### config.mk
export PLATFORM = sky130hd
export DESIGN_NAME = lpt_unit
export DESIGN_NICKNAME = d
export VERILOG_FILES = /design/src/core/lpt_pkg.sv /design/src/core/lpt_unit.sv
export VERILOG_INCLUDE_DIRS = /design/src /design/src/core
export SDC_FILE = /design/constraint.sdc
export NUM_CORES = 1
export LEC_CHECK = 0
export ABC_AREA = 0
export BUFFER_PORTS_ARGS = -buffer_cell sky130_fd_sc_hd__buf_2
export CORE_MARGIN = 2
export CORE_UTILIZATION = 30
export CTS_CLUSTER_DIAMETER = 100
export DETAILED_ROUTE_END_ITERATION = 16
export PLACE_DENSITY = 0.5
export REMOVE_ABC_BUFFERS = 1
export SETUP_SLACK_MARGIN = 0.4
export SLEW_MARGIN = 30
export SYNTH_ARGS = -nofsm -noshare
export SYNTH_HDL_FRONTEND = slang
export SYNTH_SLANG_ARGS = --single-unit
### constraint.sdc
create_clock -name clock -period 2.8 [get_ports clock]
set_clock_uncertainty 0.2 [all_clocks]
set_input_delay 0.28 -clock clock [delete_from_list [all_inputs] [get_ports clock]]
set_output_delay 0.28 -clock clock [all_outputs]
set_load 0.005 [all_outputs]
### src/core/lpt_map.svh
// Purpose: offsets, reset values and counts of the link test unit
// Assumes: 16-bit command addresses, 16-bit data
// Notes: definitions only
`ifndef LPT_MAP_SVH
`define LPT_MAP_SVH
// ----------------------------------------
// Command offsets
// ----------------------------------------
`define LPT_RO_START 16'h9000
`define LPT_RO_ERR 16'h900C
`define LPT_PC_START 16'h9100
`define LPT_PC_ERR 16'h910C
`define LPT_FE_START 16'h9200
`define LPT_FE_SEL 16'h9204
`define LPT_FE_EDGE 16'h9208
`define LPT_FE_ERR 16'h920C
`define LPT_FE_TYPE 16'h9300
`define LPT_TMB_START 16'h9400
`define LPT_TMB_EN 16'h9404
`define LPT_TMB_GOOD 16'h9408
`define LPT_TMB_ERR 16'h940C
`define LPT_TMB_CLR 16'h9410
// ----------------------------------------
// Reset values and counts
// ----------------------------------------
`define LPT_SEL_RST 16'h0000
`define LPT_TYPE_RST 16'h0001
`define LPT_GEN_SEED 7'h7F
`define LPT_SEQ_BITS 14'h007F
`define LPT_BLK_BITS 14'h2710
`define LPT_FIBERS 7
`endif

### src/core/lpt_pkg.sv
// Purpose: types of the link test unit
// Assumes: one clock domain
// Notes: all state lives in lpt_state_s
package lpt_pkg;
  typedef enum logic [1:0] {PH_IDLE, PH_SEED, PH_RUN} lpt_phase_e;
  typedef enum logic [1:0] {POLY_7, POLY_15, POLY_23, POLY_31} lpt_poly_e;
  typedef struct packed {
    logic strobe;
    logic write;
    logic [15:0] addr;
    logic [15:0] wdata;
  } lpt_cmd_s;
  typedef struct packed {
    logic valid;
    logic data;
  } lpt_bit_s;
  typedef struct packed {
    lpt_phase_e phase;
    logic [30:0] hist;
    logic [4:0] seed;
    logic [13:0] bits;
    logic [15:0] blks;
    logic [15:0] target;
    logic bad;
    logic err;
    logic good;
  } lpt_chk_s;
  typedef struct packed {
    logic run;
    logic [6:0] lfsr;
    logic [13:0] bits;
    logic [15:0] blks;
    logic [15:0] target;
  } lpt_gen_s;
  typedef struct packed {
    lpt_gen_s ro_gen;
    lpt_gen_s pc_gen;
    lpt_chk_s ro_chk;
    lpt_chk_s pc_chk;
    lpt_chk_s fe_chk;
    lpt_chk_s tmb_chk;
    logic [15:0] ro_err;
    logic [15:0] pc_err;
    logic [15:0] fe_edge;
    logic [15:0] fe_err;
    logic [15:0] fe_sel;
    logic [15:0] fe_type;
    logic [15:0] tmb_en;
    logic [15:0] tmb_good;
    logic [15:0] tmb_err;
    logic fe_prev;
    lpt_bit_s ro_tx;
    lpt_bit_s pc_tx;
    logic ack;
    logic [15:0] rdata;
  } lpt_state_s;
endpackage

### src/core/lpt_unit.sv
// Purpose: PRBS self-test of readout, PC, front-end and trigger links
// Assumes: link bit streams arrive on the system clock
// Notes: checkers are self-synchronising, so link latency is free
//
// Notes on behaviour
// - readout start runs N PRBS-7 sequences loopback
// - readout error count readable after test
// - PC start runs N PRBS-7 sequences loopback
// - PC error count readable after test
// - front-end start checks N times 10000 bits
// - front-end fiber selector readable and writable
// - count error edges during front-end check
// - count front-end bit mismatches
// - pattern type 1..4 selects PRBS-7/15/23/31
// - trigger start checks N times 10000 bits
// - count trigger enables during check
// - count error-free trigger 10000-bit blocks
// - count trigger bit mismatches
// - trigger error reset clears mismatch count
`include "lpt_map.svh"

module lpt_unit
  import lpt_pkg::*;
(
  input wire logic clock,
  input wire logic resetn,
  input wire lpt_cmd_s cmd,
  output logic cmd_ack,
  output logic [15:0] cmd_rdata,
  output lpt_bit_s ro_tx,
  input wire lpt_bit_s ro_rx,
  output lpt_bit_s pc_tx,
  input wire lpt_bit_s pc_rx,
  input wire lpt_bit_s [`LPT_FIBERS-1:0] fe_rx,
  input wire lpt_bit_s tmb_rx,
  input wire logic tmb_enable
);

  // ----------------------------------------
  // Helper functions
  // ----------------------------------------

  // Saturate so a long test never wraps to a small count
  function automatic logic [15:0] sat_inc(
    input logic [15:0] v,
    input logic en
  );
    sat_inc = (en && v != 16'hFFFF) ? v + 16'h0001 : v;
  endfunction

  // Pattern type code to polynomial; unknown codes fall to PRBS-7
  function automatic lpt_poly_e poly_of(input logic [15:0] v);
    case (v)
      16'h0002: poly_of = POLY_15;
      16'h0003: poly_of = POLY_23;
      16'h0004: poly_of = POLY_31;
      default: poly_of = POLY_7;
    endcase
  endfunction

  // Bits of history needed before prediction works, minus one
  function automatic logic [4:0] seed_last(input lpt_poly_e p);
    case (p)
      POLY_15: seed_last = 5'h0E;
      POLY_23: seed_last = 5'h16;
      POLY_31: seed_last = 5'h1E;
      default: seed_last = 5'h06;
    endcase
  endfunction

  // Expected next bit from history, newest bit in hist[0]
  function automatic logic predict(
    input logic [30:0] h,
    input lpt_poly_e p
  );
    case (p)
      POLY_15: predict = h[14] ^ h[13];
      POLY_23: predict = h[22] ^ h[17];
      POLY_31: predict = h[30] ^ h[27];
      default: predict = h[6] ^ h[5];
    endcase
  endfunction

  // Arm a checker; a zero count leaves it idle
  function automatic lpt_chk_s chk_start(
    input lpt_chk_s c,
    input logic [15:0] n
  );
    lpt_chk_s r;
    r = c;
    r.phase = (n == 16'h0000) ? PH_IDLE : PH_SEED;
    r.seed = 5'h00;
    r.bits = 14'h0000;
    r.blks = 16'h0000;
    r.target = n;
    r.bad = 1'b0;
    r.err = 1'b0;
    r.good = 1'b0;
    chk_start = r;
  endfunction

  // One received bit through a checker; err and good are pulses
  function automatic lpt_chk_s chk_step(
    input lpt_chk_s c,
    input lpt_bit_s b,
    input lpt_poly_e p,
    input logic [13:0] len
  );
    lpt_chk_s r;
    logic miss;
    r = c;
    r.err = 1'b0;
    r.good = 1'b0;
    miss = (b.data != predict(c.hist, p));
    if (b.valid) begin
      r.hist = {c.hist[29:0], b.data};
      case (c.phase)
        PH_SEED: begin
          r.seed = c.seed + 5'h01;
          if (c.seed == seed_last(p)) begin
            r.phase = PH_RUN;
          end
        end
        PH_RUN: begin
          r.err = miss;
          r.bad = c.bad | miss;
          r.bits = c.bits + 14'h0001;
          if (c.bits == len - 14'h0001) begin
            r.bits = 14'h0000;
            r.blks = c.blks + 16'h0001;
            r.good = ~(c.bad | miss);
            r.bad = 1'b0;
            if (c.blks + 16'h0001 == c.target) begin
              r.phase = PH_IDLE;
            end
          end
        end
        default: r.phase = PH_IDLE;
      endcase
    end
    chk_step = r;
  endfunction

  // Loopback transmitter, PRBS-7, one bit per clock while running
  function automatic lpt_gen_s gen_step(input lpt_gen_s g);
    lpt_gen_s r;
    logic nb;
    r = g;
    nb = g.lfsr[6] ^ g.lfsr[5];
    if (g.run) begin
      r.lfsr = {g.lfsr[5:0], nb};
      r.bits = g.bits + 14'h0001;
      if (g.bits == `LPT_SEQ_BITS - 14'h0001) begin
        r.bits = 14'h0000;
        r.blks = g.blks + 16'h0001;
        if (g.blks + 16'h0001 == g.target) begin
          r.run = 1'b0;
        end
      end
    end
    gen_step = r;
  endfunction

  function automatic lpt_gen_s gen_start(input logic [15:0] n);
    lpt_gen_s r;
    r.run = (n != 16'h0000);
    r.lfsr = `LPT_GEN_SEED;
    r.bits = 14'h0000;
    r.blks = 16'h0000;
    r.target = n;
    gen_start = r;
  endfunction

  // ----------------------------------------
  // State
  // ----------------------------------------
  lpt_state_s st_r;
  lpt_state_s st_nxt;
  lpt_bit_s fe_pick;
  lpt_poly_e fe_poly;
  logic wr;
  logic fe_edge_now;

  // Fiber mux; an out-of-range select sees no data
  always_comb begin
    fe_pick = '0;
    if (st_r.fe_sel < 16'(`LPT_FIBERS)) begin
      fe_pick = fe_rx[st_r.fe_sel[2:0]];
    end
  end

  assign fe_poly = poly_of(st_r.fe_type);
  assign wr = cmd.strobe & cmd.write;

  // ----------------------------------------
  // Next state
  // ----------------------------------------
  always_comb begin
    st_nxt = st_r;
    fe_edge_now = 1'b0;

    // Generators step while running; checkers step on each valid received bit
    st_nxt.ro_gen = gen_step(st_r.ro_gen);
    st_nxt.pc_gen = gen_step(st_r.pc_gen);
    st_nxt.ro_tx.valid = st_r.ro_gen.run;
    st_nxt.ro_tx.data = st_r.ro_gen.lfsr[6] ^ st_r.ro_gen.lfsr[5];
    st_nxt.pc_tx.valid = st_r.pc_gen.run;
    st_nxt.pc_tx.data = st_r.pc_gen.lfsr[6] ^ st_r.pc_gen.lfsr[5];
    st_nxt.ro_chk = chk_step(st_r.ro_chk, ro_rx, POLY_7,
                             `LPT_SEQ_BITS);
    st_nxt.pc_chk = chk_step(st_r.pc_chk, pc_rx, POLY_7,
                             `LPT_SEQ_BITS);
    st_nxt.fe_chk = chk_step(st_r.fe_chk, fe_pick, fe_poly,
                             `LPT_BLK_BITS);
    st_nxt.tmb_chk = chk_step(st_r.tmb_chk, tmb_rx, POLY_7,
                              `LPT_BLK_BITS);

    // Result counters; they only move while a test runs
    st_nxt.ro_err = sat_inc(st_r.ro_err, st_nxt.ro_chk.err);
    st_nxt.pc_err = sat_inc(st_r.pc_err, st_nxt.pc_chk.err);
    st_nxt.fe_err = sat_inc(st_r.fe_err, st_nxt.fe_chk.err);
    if (fe_pick.valid && st_r.fe_chk.phase == PH_RUN) begin
      fe_edge_now = st_nxt.fe_chk.err & ~st_r.fe_prev;
      st_nxt.fe_prev = st_nxt.fe_chk.err;
    end
    st_nxt.fe_edge = sat_inc(st_r.fe_edge, fe_edge_now);
    st_nxt.tmb_err = sat_inc(st_r.tmb_err,
                             st_nxt.tmb_chk.err);
    st_nxt.tmb_good = sat_inc(st_r.tmb_good,
                              st_nxt.tmb_chk.good);
    st_nxt.tmb_en = sat_inc(st_r.tmb_en, tmb_enable &&
                            st_r.tmb_chk.phase != PH_IDLE);

    // Commands; a start overrides the counting above
    if (wr) begin
      case (cmd.addr)
        `LPT_RO_START: begin
          st_nxt.ro_gen = gen_start(cmd.wdata);
          st_nxt.ro_chk = chk_start(st_r.ro_chk, cmd.wdata);
          st_nxt.ro_err = 16'h0000;
        end
        `LPT_PC_START: begin
          st_nxt.pc_gen = gen_start(cmd.wdata);
          st_nxt.pc_chk = chk_start(st_r.pc_chk, cmd.wdata);
          st_nxt.pc_err = 16'h0000;
        end
        `LPT_FE_START: begin
          st_nxt.fe_chk = chk_start(st_r.fe_chk, cmd.wdata);
          st_nxt.fe_err = 16'h0000;
          st_nxt.fe_edge = 16'h0000;
          st_nxt.fe_prev = 1'b0;
        end
        `LPT_FE_SEL: st_nxt.fe_sel = cmd.wdata;
        `LPT_FE_TYPE: st_nxt.fe_type = cmd.wdata;
        `LPT_TMB_START: begin
          st_nxt.tmb_chk = chk_start(st_r.tmb_chk,
                                     cmd.wdata);
          st_nxt.tmb_err = 16'h0000;
          st_nxt.tmb_good = 16'h0000;
          st_nxt.tmb_en = 16'h0000;
        end
        `LPT_TMB_CLR: begin
          // A mismatch in the clear cycle still counts
          st_nxt.tmb_err = {15'h0000, st_nxt.tmb_chk.err};
        end
        default: st_nxt.tmb_err = st_nxt.tmb_err;
      endcase
    end

    // Read answer one clock after the strobe; others read zero
    st_nxt.ack = cmd.strobe;
    st_nxt.rdata = 16'h0000;
    if (cmd.strobe && !cmd.write) begin
      case (cmd.addr)
        `LPT_RO_ERR: st_nxt.rdata = st_r.ro_err;
        `LPT_PC_ERR: st_nxt.rdata = st_r.pc_err;
        `LPT_FE_SEL: st_nxt.rdata = st_r.fe_sel;
        `LPT_FE_EDGE: st_nxt.rdata = st_r.fe_edge;
        `LPT_FE_ERR: st_nxt.rdata = st_r.fe_err;
        `LPT_FE_TYPE: st_nxt.rdata = st_r.fe_type;
        `LPT_TMB_EN: st_nxt.rdata = st_r.tmb_en;
        `LPT_TMB_GOOD: st_nxt.rdata = st_r.tmb_good;
        `LPT_TMB_ERR: st_nxt.rdata = st_r.tmb_err;
        default: st_nxt.rdata = 16'h0000;
      endcase
    end
  end

  // ----------------------------------------
  // Registers
  // ----------------------------------------

  // Counters hold between tests since only a start clears them (tmb_err also by the trigger error reset)
  always_ff @(posedge clock) begin
    if (!resetn) begin
      st_r <= '0;
      st_r.fe_sel <= `LPT_SEL_RST;
      st_r.fe_type <= `LPT_TYPE_RST;
      st_r.ro_gen.lfsr <= `LPT_GEN_SEED;
      st_r.pc_gen.lfsr <= `LPT_GEN_SEED;
    end else begin
      st_r <= st_nxt;
    end
  end

  assign cmd_ack = st_r.ack;
  assign cmd_rdata = st_r.rdata;
  assign ro_tx = st_r.ro_tx;
  assign pc_tx = st_r.pc_tx;

endmodule

# ---- After elaboration in Yosys (flattened, before gate mapping)
# Index checks and enable logic that the tools add are counted.
dict set report totals {
  reg_bits 582
  ram_bits 0
  latch_bits 0
  out_inout_bits 21
  wordCells 273
  mem_bits_ro 0
  memories 0
}
dict set report op_classes {
  addsub 23
  div_mod_pow 0
  n_mux 96
  n_shift 0
  n_mul 0
  eq_ne 59
  n_lt_le_gt_ge 2
  n_reduce_logical 21
  n_bitwise 20
}
# operator n
set op_table {}
lappend op_table {{$mux 601} 1}
lappend op_table {{$mux 87} 4}
lappend op_table {{$mux 30} 10}
lappend op_table {{$mux 68} 4}
lappend op_table {{$eq 16x16->1 const B} 14}
lappend op_table {{$add 16x1->16 const B} 13}
lappend op_table {{$mux 16} 11}
lappend op_table {{$pmux 16 s9} 1}
lappend op_table {{$ne 16x16->1 const B} 7}
lappend op_table {{$mux 54} 2}
lappend op_table {{$eq 16x16->1} 6}
lappend op_table {{$add 14x1->14 const B} 6}
lappend op_table {{$mux 38} 2}
lappend op_table {{$mux 32} 2}
lappend op_table {{$mux 5} 12}
lappend op_table {{$eq 14x7->1 const B} 4}
lappend op_table {{$eq 16x2->1 const B} 2}
lappend op_table {{$pmux 16 s2} 1}
lappend op_table {{$eq 14x14->1 const B} 2}
lappend op_table {{$mux 2} 14}
lappend op_table {{$mux 3} 8}
lappend op_table {{$add 5x1->5 const B} 4}
lappend op_table {{$eq 5x5->1} 4}
lappend op_table {{$eq 16x3->1 const B} 1}
lappend op_table {{other kinds (22)} 86}

# ---- Longest topological paths before layout
# Gate-level depths: netlist (run 1).
dict set report depth {
  word_depth 16
  ltp_mapped 11
  depth_no_buf 10
}

# ---- Worst setup path after synthesis (run 1)
# OpenSTA, ideal clock, no wires.
dict set report synth_timing {
  kind {flip-flop to flip-flop}
  start {register st_r[360] (netlist name)}
  end {register st_r[425] (netlist name)}
  required_ns 2.469
  stages_incl_launch_ff 12
  path_buffers 2
  setup_slack_ns -0.037
  arrival_ns 2.506
  cell_sequence {dfxtp_1 > ha_1 > buf_2 > and4_1 > clkbuf_1 > nand4_1 > nor2_1 > xnor2_1 > or4_1 > o41ai_1 > a311o_1 > o21ai_0}
}
dict set report synth_between {
  elab_chain_len 8
}
# item line_no
set synth_lines {}
lappend synth_lines {{from (decl)} lpt_unit.sv:177} ;# lpt_state_s st_r;
lappend synth_lines {{from (signal assigned)} lpt_unit.sv:302} ;# st_r <= st_nxt;
lappend synth_lines {{$add 16x1->16 *} lpt_unit.sv:133} ;# if (c.blks + 16'h0001 == c.target) begin
lappend synth_lines {{$eq 16x16->1 *} lpt_unit.sv:133}
lappend synth_lines {{$mux 2 *} lpt_unit.sv:133}
lappend synth_lines {{$mux 2 *} lpt_unit.sv:128} ;# if (c.bits == len - 14'h0001) begin
lappend synth_lines {{$pmux 2 s2 *} lpt_unit.sv:117} ;# case (c.phase)
lappend synth_lines {{$mux 68 *} lpt_unit.sv:115} ;# if (b.valid) begin
lappend synth_lines {{$mux 87} lpt_unit.sv:236} ;# case (cmd.addr)
lappend synth_lines {{$mux 601 *} lpt_unit.sv:235} ;# if (wr) begin
# Every way passes the cells marked *; elsewhere a longest branch is shown, timed or not. The select of a mux whose other input is x is not followed.
# A chain may end at the register's enable or synchronous reset.

# ---- Worst setup path after layout (run 1)
dict set report layout_timing {
  start {register st_r[81] (netlist name)}
  end {register st_r[128] (netlist name)}
}
dict set report layout_between {
  elab_chain_len 13
}
# item line_no
set layout_lines {}
lappend layout_lines {{$eq 16x3->1 or $eq 16x2->1 (tied branches)} lpt_unit.sv:53} ;# case (v)
lappend layout_lines {{$pmux 2 s3 *} lpt_unit.sv:53}
lappend layout_lines {{$eq 2x2->1 or $eq 2x1->1 (tied branches)} lpt_unit.sv:76} ;# case (p)
lappend layout_lines {{$pmux 1 s3 *} lpt_unit.sv:76}
lappend layout_lines {{$ne 1x1->1 *} lpt_unit.sv:114} ;# miss = (b.data != predict(c.hist, p));
lappend layout_lines {{$mux 3 *} lpt_unit.sv:117}
lappend layout_lines {{$mux 3 *} lpt_unit.sv:115}
lappend layout_lines {{$and 1x1->1 *} lpt_unit.sv:223} ;# fe_edge_now = st_nxt.fe_chk.err & ~st_r.fe_prev;
lappend layout_lines {{$mux 1 *} lpt_unit.sv:222} ;# if (fe_pick.valid && st_r.fe_chk.phase == PH_RUN) begin
lappend layout_lines {{$logic_and 1x1->1 *} lpt_unit.sv:48} ;# sat_inc = (en && v != 16'hFFFF) ? v + 16'h0001 : v;
lappend layout_lines {{$mux 16 *} lpt_unit.sv:48}
lappend layout_lines {{$mux 32} lpt_unit.sv:236}
lappend layout_lines {{$mux 601 *} lpt_unit.sv:235}
# Every way passes the cells marked *; elsewhere a longest branch is shown, timed or not.

==> results of run 1 <==
## worst max-delay path by stage
stage                               start  depth (start not counted)  slack (ns)                   end
finish              st_r[81]$_SDFFE_PN0P_                          9       -0.09  st_r[128]$_SDFF_PN0_
global placement     st_r[293]$_SDFF_PN0_                          9       -0.14  st_r[339]$_SDFF_PN0_
global route        st_r[81]$_SDFFE_PN0P_                         11       -0.19  st_r[116]$_SDFF_PN0_
detailed placement  st_r[87]$_SDFFE_PN0P_                          9       -0.17  st_r[128]$_SDFF_PN0_
floorplan                         cmd[17]                          7       -0.76  st_r[425]$_SDFF_PN0_
CTS                 st_r[81]$_SDFFE_PN0P_                         10       -0.05  st_r[107]$_SDFF_PN0_
## state kept, by name, indices dropped and copies added (netlist names)
name,count
cmd_ack,1
cmd_rdata,16
pc_tx,2
ro_tx,2
st_nxt,2
st_r,484
## routing by layer
| metal | wire length, um | global-route usage [%] | share of wire (%) |
|---|---|---|---|
| met1 | 36000 | 23.5 | 48 |
| met2 | 32800 | 26.0 | 44 |
| met5 | 0 | 0 | 0 |
| met4 | 1670 | 4.42 | 2.2 |
| met3 | 4240 | 3.11 | 5.7 |
## area by class of cell
type,instances,area [sq um],area share [%]
inverters,48,180,0.545
clock inverters,28,360,1.09
repair buffers,415,3470,10.5
well taps,1080,1350,4.09
flip-flops and latches,507,10200,30.9
clock buffers,81,1730,5.23
multi-input cells,2321,15700,47.6
## cell usage in the layout (no fill, tap or decap), types with 23 or more instances in the layout
cell type / synthesis / routed
dfxtp_1: 507 / 462
nand2_1: 480 / 427
nor2_1: 372 / 339
buf_4: 24 / 255
xor2_1: 201 / 198
xnor2_1: 176 / 159
a21oi_1: 115 / 106
nand4_1: 96 / 96
nand3_1: 108 / 96
buf_2: 24 / 75
a21boi_0: 97 / 65
clkbuf_16: 0 / 62
mux2i_1: 59 / 59
o21ai_0: 56 / 48
inv_1: 47 / 44
nor3_1: 57 / 41
dfxtp_2: 0 / 39
or3_1: 41 / 38
and3_1: 41 / 34
nor2b_1: 36 / 34
buf_6: 3 / 34
a222oi_1: 32 / 32
nand2_2: 2 / 30
ha_1: 40 / 28
and2_1: 34 / 27
dlygate4sd3_1: 0 / 25
nand2_4: 0 / 23
## critical path: stages, from the launching register on
cell and delay, ns:
dfxtp_2 0.34, nor4_4 0.29, nand4_1 0.19, buf_6 0.19, o311a_4 0.38, nor2_2 0.18
mux2_2 0.40, buf_4 0.16, or3_1 0.34, a21oi_1 0.14
## kinds of logic (layout without fill, tap and decap cells)
kind of cell               count (synthesis)  after routing  synth area share (%)
AOI/OAI and AO/OA                        414            415                  11.1
xor gates and xnor gates                 379            379                  13.2
adders and majority gates                 40             40                  1.98
buffers and inverters                    205            572                  3.61
DFF                                      507            507                  40.1
muxes                                     86             87                  3.64
and+or+nand+nor                         1400           1400                  26.4
## where the power goes
group	internal [mW]	switching, mW	leakage [nW]
clock network	5.03	3.23	1.04
logic	0.226	0.336	6.80
registers	7.21	0.00408	4.11
total	12.5	3.57	11.9
## timing repair
action,4_1_cts,5_1_grt
hold endpoints to repair,137,0
hold buffers,25,0
resized for setup,214,247
pin swaps,70,121
gates cloned,4,5
endpoints found under the setup margin,132,236
buffers inserted,27,24
==> reports/results.ini, run 1 <==
[floorplan]
die_area_sq_um = 86700
rows = 106
die_x_um = 294
io_pins = 78
initial_core_util_pct = 30.3
die-height_um = 294
core_area_sq_um = 83600

[global_route]
grt_usage_pct = 16.7
grt_pass1_vias = 20500
grt_max_degree = 43
grt_pass1_wl_um = 116000
antenna_found_initial = 1
grt-ovfl-total = 0

[synth]
synth_seq_area_share_pct = 40.1
yosysTopAreaCell = dfxtp_1
synth_seq_cells = 507
ys_types = 91
avgSynthCellArea_sq_um = 8.35
ys.flop_type = dfxtp_1
synth_area_leaders = dfxtp_1 (40%), nand2_1 (7.1%), xor2_1 (7.0%)
synthArstFlopShare_pct = 0
synth_most_common_cell = dfxtp_1
yosys-top-cells-count = dfxtp_1 (507), nand2_1 (480), nor2_1 (372), xor2_1 (201), xnor2_1 (176)
synth_area_sq_um = 25300
yosys_warnings = 0
yosys.area.top_type_share_pct = 40.1
postSynthCellCount = 3031
synth_edf_count = 0

[outcome]
violations = setup timing
outcome = complete, but fails checks

[finish]
syn_to_final_growth_pct = 30.5
drive_above_1_share_pct = 24.9
fin_util_pct = 39.5
final_area_sq_um = 33000
finalNetCount = 3448
fillers = 8495
antenna-diode-count = 0
layout.cells.non_filler = 4480

[worst_setup_path]
startpoint_type = flip-flop
reg2reg_from = st_r[81]$_SDFFE_PN0P_
r2r-end = st_r[128]$_SDFF_PN0_
worstPathArrival_ns = 3.24
path_max_fanout = 5
required_ns = 3.16
r2r_cells = 9
rrSetupSlack_ns = -0.09
timing_worst_setup_path_type = reg -> reg
end_kind = flip-flop

[clock_tree]
htreeDepth = 2
clk_pin_slew_worst_paths_ns = 0.06
clock-sinks = 507
cts_buffers = 58
root_buffer = clkbuf_16
clock_latency_ns = 0.64
cts_tree = yes
clockBufferDepth = 3

[route]
drtIter0Drc = 1455
vias_per_cell = 4.92
drc_errors = 0
avgRoutedWirePerCell_um = 16.7
routed_wl_um = 74700
detail-route-antenna-nets = 0
via_count = 22000
first_pass_iters = 9

[power_and_ir_drop]
p_per_area_nw_per_um2 = 485
ir_worst_vdd_v = 0.000368
leakage_nw = 11.9
power_mw = 16.0

[place]
place_hpwl_um = 51900
place_ws_ns = -0.173
placed_cell_area_sq_um = 28500
dp_cells = 4286
port_buffers = 77
gp_congestion = 0.868

[job]
cap_viol_max_count = 0

[sta]
hold_ws_ns = 0.0231
setup_violations = 18
final.setup.tns_ns = -1.01
slew_viol_final = 0
rsz0062_at_grt = true
post-route-period-util_pct = 103
layout_min_cycle_time_ns = 2.89
worst_slack_ns = -0.0869
slew_headroom_pct = 52.2
timing.fmax_mhz = 346
hold_violations = 0
worstMarginPinSlew_ns = 0.717

[min_path]
worstHoldStart = ro_rx[1]
holdPathStages = 4
hp-class = in -> reg
min_delay_worst_endpoint = st_r[486]$_SDFFE_PN0N_

Power figures use the tool's default switching activity.
==> run 2: changes to the inputs <==
--- a/config.mk
+++ b/config.mk
@@ -8,7 +8,7 @@
 export LEC_CHECK = 0
 export ABC_AREA = 0
 export BUFFER_PORTS_ARGS = -buffer_cell sky130_fd_sc_hd__buf_2
-export CORE_MARGIN = 2
+export CORE_MARGIN = 3
 export CORE_UTILIZATION = 30
 export CTS_CLUSTER_DIAMETER = 100
 export DETAILED_ROUTE_END_ITERATION = 16
==> run 2 against run 1 <==
- the run still ends with setup timing left
- flip-flop and latch count is the same
- register-to-register slack worse by 0.02 ns
- final cell count increased by 0.87%
- critical path depth is 1 higher
- routed wire length is essentially flat
- core utilization is 0.39 points higher
- clock power shrank 2%
==> reports/results.ini, run 2 (synthesis results as in run 1) <==
[finish]
finalNetCount = 3444
layout_commonest_cell = dfxtp_1
largest_reg_flops = 484
mostFrequentLayoutCells = dfxtp_1 (459), nand2_1 (428), nor2_1 (345), buf_4 (239), xor2_1 (199)
fillers = 8374
regMostFlops = st_r
fin_util_pct = 39.9
final_area_sq_um = 33100
syn_to_final_growth_pct = 30.7
drive_above_1_share_pct = 24.2

[global_route]
antenna_found_initial = 3
grt_max_degree = 37
grt_pass1_vias = 20700
grt_usage_pct = 16.6
grt-ovfl-total = 0
grt_pass1_wl_um = 116000

[route]
via_count = 22100
vias_per_cell = 4.88
detail-route-antenna-nets = 0
drtIter0Drc = 1588
first_pass_iters = 9
avgRoutedWirePerCell_um = 16.5
drc_errors = 0
routed_wl_um = 74700

[floorplan]
die_area_sq_um = 87900
rows = 105
initial_core_util_pct = 30.5
die-height_um = 296
die_x_um = 296
core_area_sq_um = 82900
io_pins = 78

[worst_setup_path]
startpoint_type = flip-flop
cpMostUsedCell = buf_6
worstPathArrival_ns = 3.21
cpPeakStageDelay_ns = 0.40
rrSetupSlack_ns = -0.10
end_kind = flip-flop
path_max_fanout = 5
cp_slowest_cell = or3_4
r2r_cells = 10
required_ns = 3.11
reg2reg_from = st_r[81]$_SDFFE_PN0P_
crit_chain = nor4_2 -> nand4_1 -> buf_6 -> buf_12 -> o311a_4 -> buf_6 -> or3_4 -> a2111oi_4 -> mux2i_1 -> nor2_1
timing_worst_setup_path_type = reg -> reg
r2r-end = st_r[130]$_SDFF_PN0_

[power_and_ir_drop]
p_per_area_nw_per_um2 = 479
clock_power_share_pct = 50.9
ir_worst_vdd_v = 0.000443
p_sw_mw = 3.53
p_seq_share_pct = 45.5
leakage_nw = 12.0
switching_share_pct = 22.2
p_int_mw = 12.3
combPwrFrac_pct = 3.6
power_mw = 15.9

[sta]
timing.fmax_mhz = 345
setup_violations = 19
layout_min_cycle_time_ns = 2.90
worst_slack_ns = -0.102
worstMarginPinSlew_ns = 0.802
post-route-period-util_pct = 104
hold_violations = 0
slew_viol_final = 0
rsz0062_at_grt = true
slew_headroom_pct = 46.0

[place]
placed_cell_area_sq_um = 28500
place_hpwl_um = 52300
port_buffers = 77
gp_congestion = 0.892

[clock_tree]
clock_latency_ns = 0.63
clock-sinks = 507
clk_pin_slew_worst_paths_ns = 0.07
cts_tree = yes
cts_buffers = 59
root_buffer = clkbuf_16
clockBufferDepth = 3
htreeDepth = 2

[outcome]
outcome = complete, but fails checks
violations = setup timing

[job]
cap_viol_max_count = 0

[min_path]
holdPathStages = 4
min_delay_worst_endpoint = st_r[22]$_SDFF_PN0_
hp-class = in -> reg
worstHoldStart = cmd[22]

-- run 2: final cells by class --
class | instances | area (sq um) | area share (%)
multi-input combinational | 2320 | 15700 | 47.4
sequential | 507 | 10200 | 30.9
timing repair buffer | 411 | 3550 | 10.7
clock buffer | 85 | 1720 | 5.19
tap | 1123 | 1410 | 4.25
clock inverter | 24 | 314 | 0.949
inverter | 48 | 185 | 0.560
antenna | 1 | 2.50 | 0.00756
-- run 2: worst max-delay path: cells and delay by family, from the launching register on --
| family | cells | cell delay (ns) |
|---|---|---|
| and+or+nand+nor | 4 | 0.88 |
| buffers and inverters | 3 | 0.40 |
| muxes | 1 | 0.23 |
| AOI/OAI and AO/OA | 2 | 0.73 |
| DFF | 1 | 0.32 |
-- run 2: how the worst max path moves through the flow --
stage	startpoint	to	slack (ns)
floorplan	cmd[17]	st_r[425]$_SDFF_PN0_	-0.76
global placement	st_r[81]$_SDFFE_PN0P_	st_r[117]$_SDFF_PN0_	-0.18
detailed placement	st_r[293]$_SDFF_PN0_	st_r[339]$_SDFF_PN0_	-0.26
CTS	st_r[85]$_SDFFE_PN0P_	st_r[105]$_SDFF_PN0_	-0.1
global route	st_r[85]$_SDFFE_PN0P_	st_r[117]$_SDFF_PN0_	-0.18
finish	st_r[81]$_SDFFE_PN0P_	st_r[130]$_SDFF_PN0_	-0.10
-- run 2: routing by layer --
layer	GRT usage, %	vias to the layer above	share of wire (%)
met5	0	-	0.017
li1	-	11100	-
met3	3.05	118	5.8
met1	23.3	10400	48
met2	25.6	457	44
met4	5.46	2	3.0
-- run 2: power by group through the flow --
stage / Sequential [mW] / Combinational [mW] / Clock, mW
floorplan: 7.38 / 0.137 / 0
finish: 7.22 / 0.566 / 8.07
detailed placement: 7.38 / 0.469 / 0
global placement: 7.38 / 0.471 / 0
CTS: 7.22 / 0.523 / 8.35
global route: 7.21 / 0.602 / 8.64
-- run 2: timing repair --
item / CTS / global route
buffers inserted: 23 / 32
hold buffers: 26 / 1
endpoints found under the setup margin: 131 / 215
gates cloned: 2 / 6
gates resized for setup: 179 / 278
endpoints found under the hold margin: 124 / 1
pin swaps: 57 / 151
-- run 2: per-stage QoR --
step	hold slack (ns)	TNS, ns	setup slack [ns]	instances
3_5_place_dp	0.255	-8.68	-0.255	4319
3_3_place_gp	0.250	-4.89	-0.178	4319
2_1_floorplan	0.152	-119.16	-0.763	2874
4_1_cts	0.0000596	-1.12	-0.0985	4479
5_1_grt	0.0134	-4.35	-0.184	4518
6_report	0.0121	-0.971	-0.102	4519
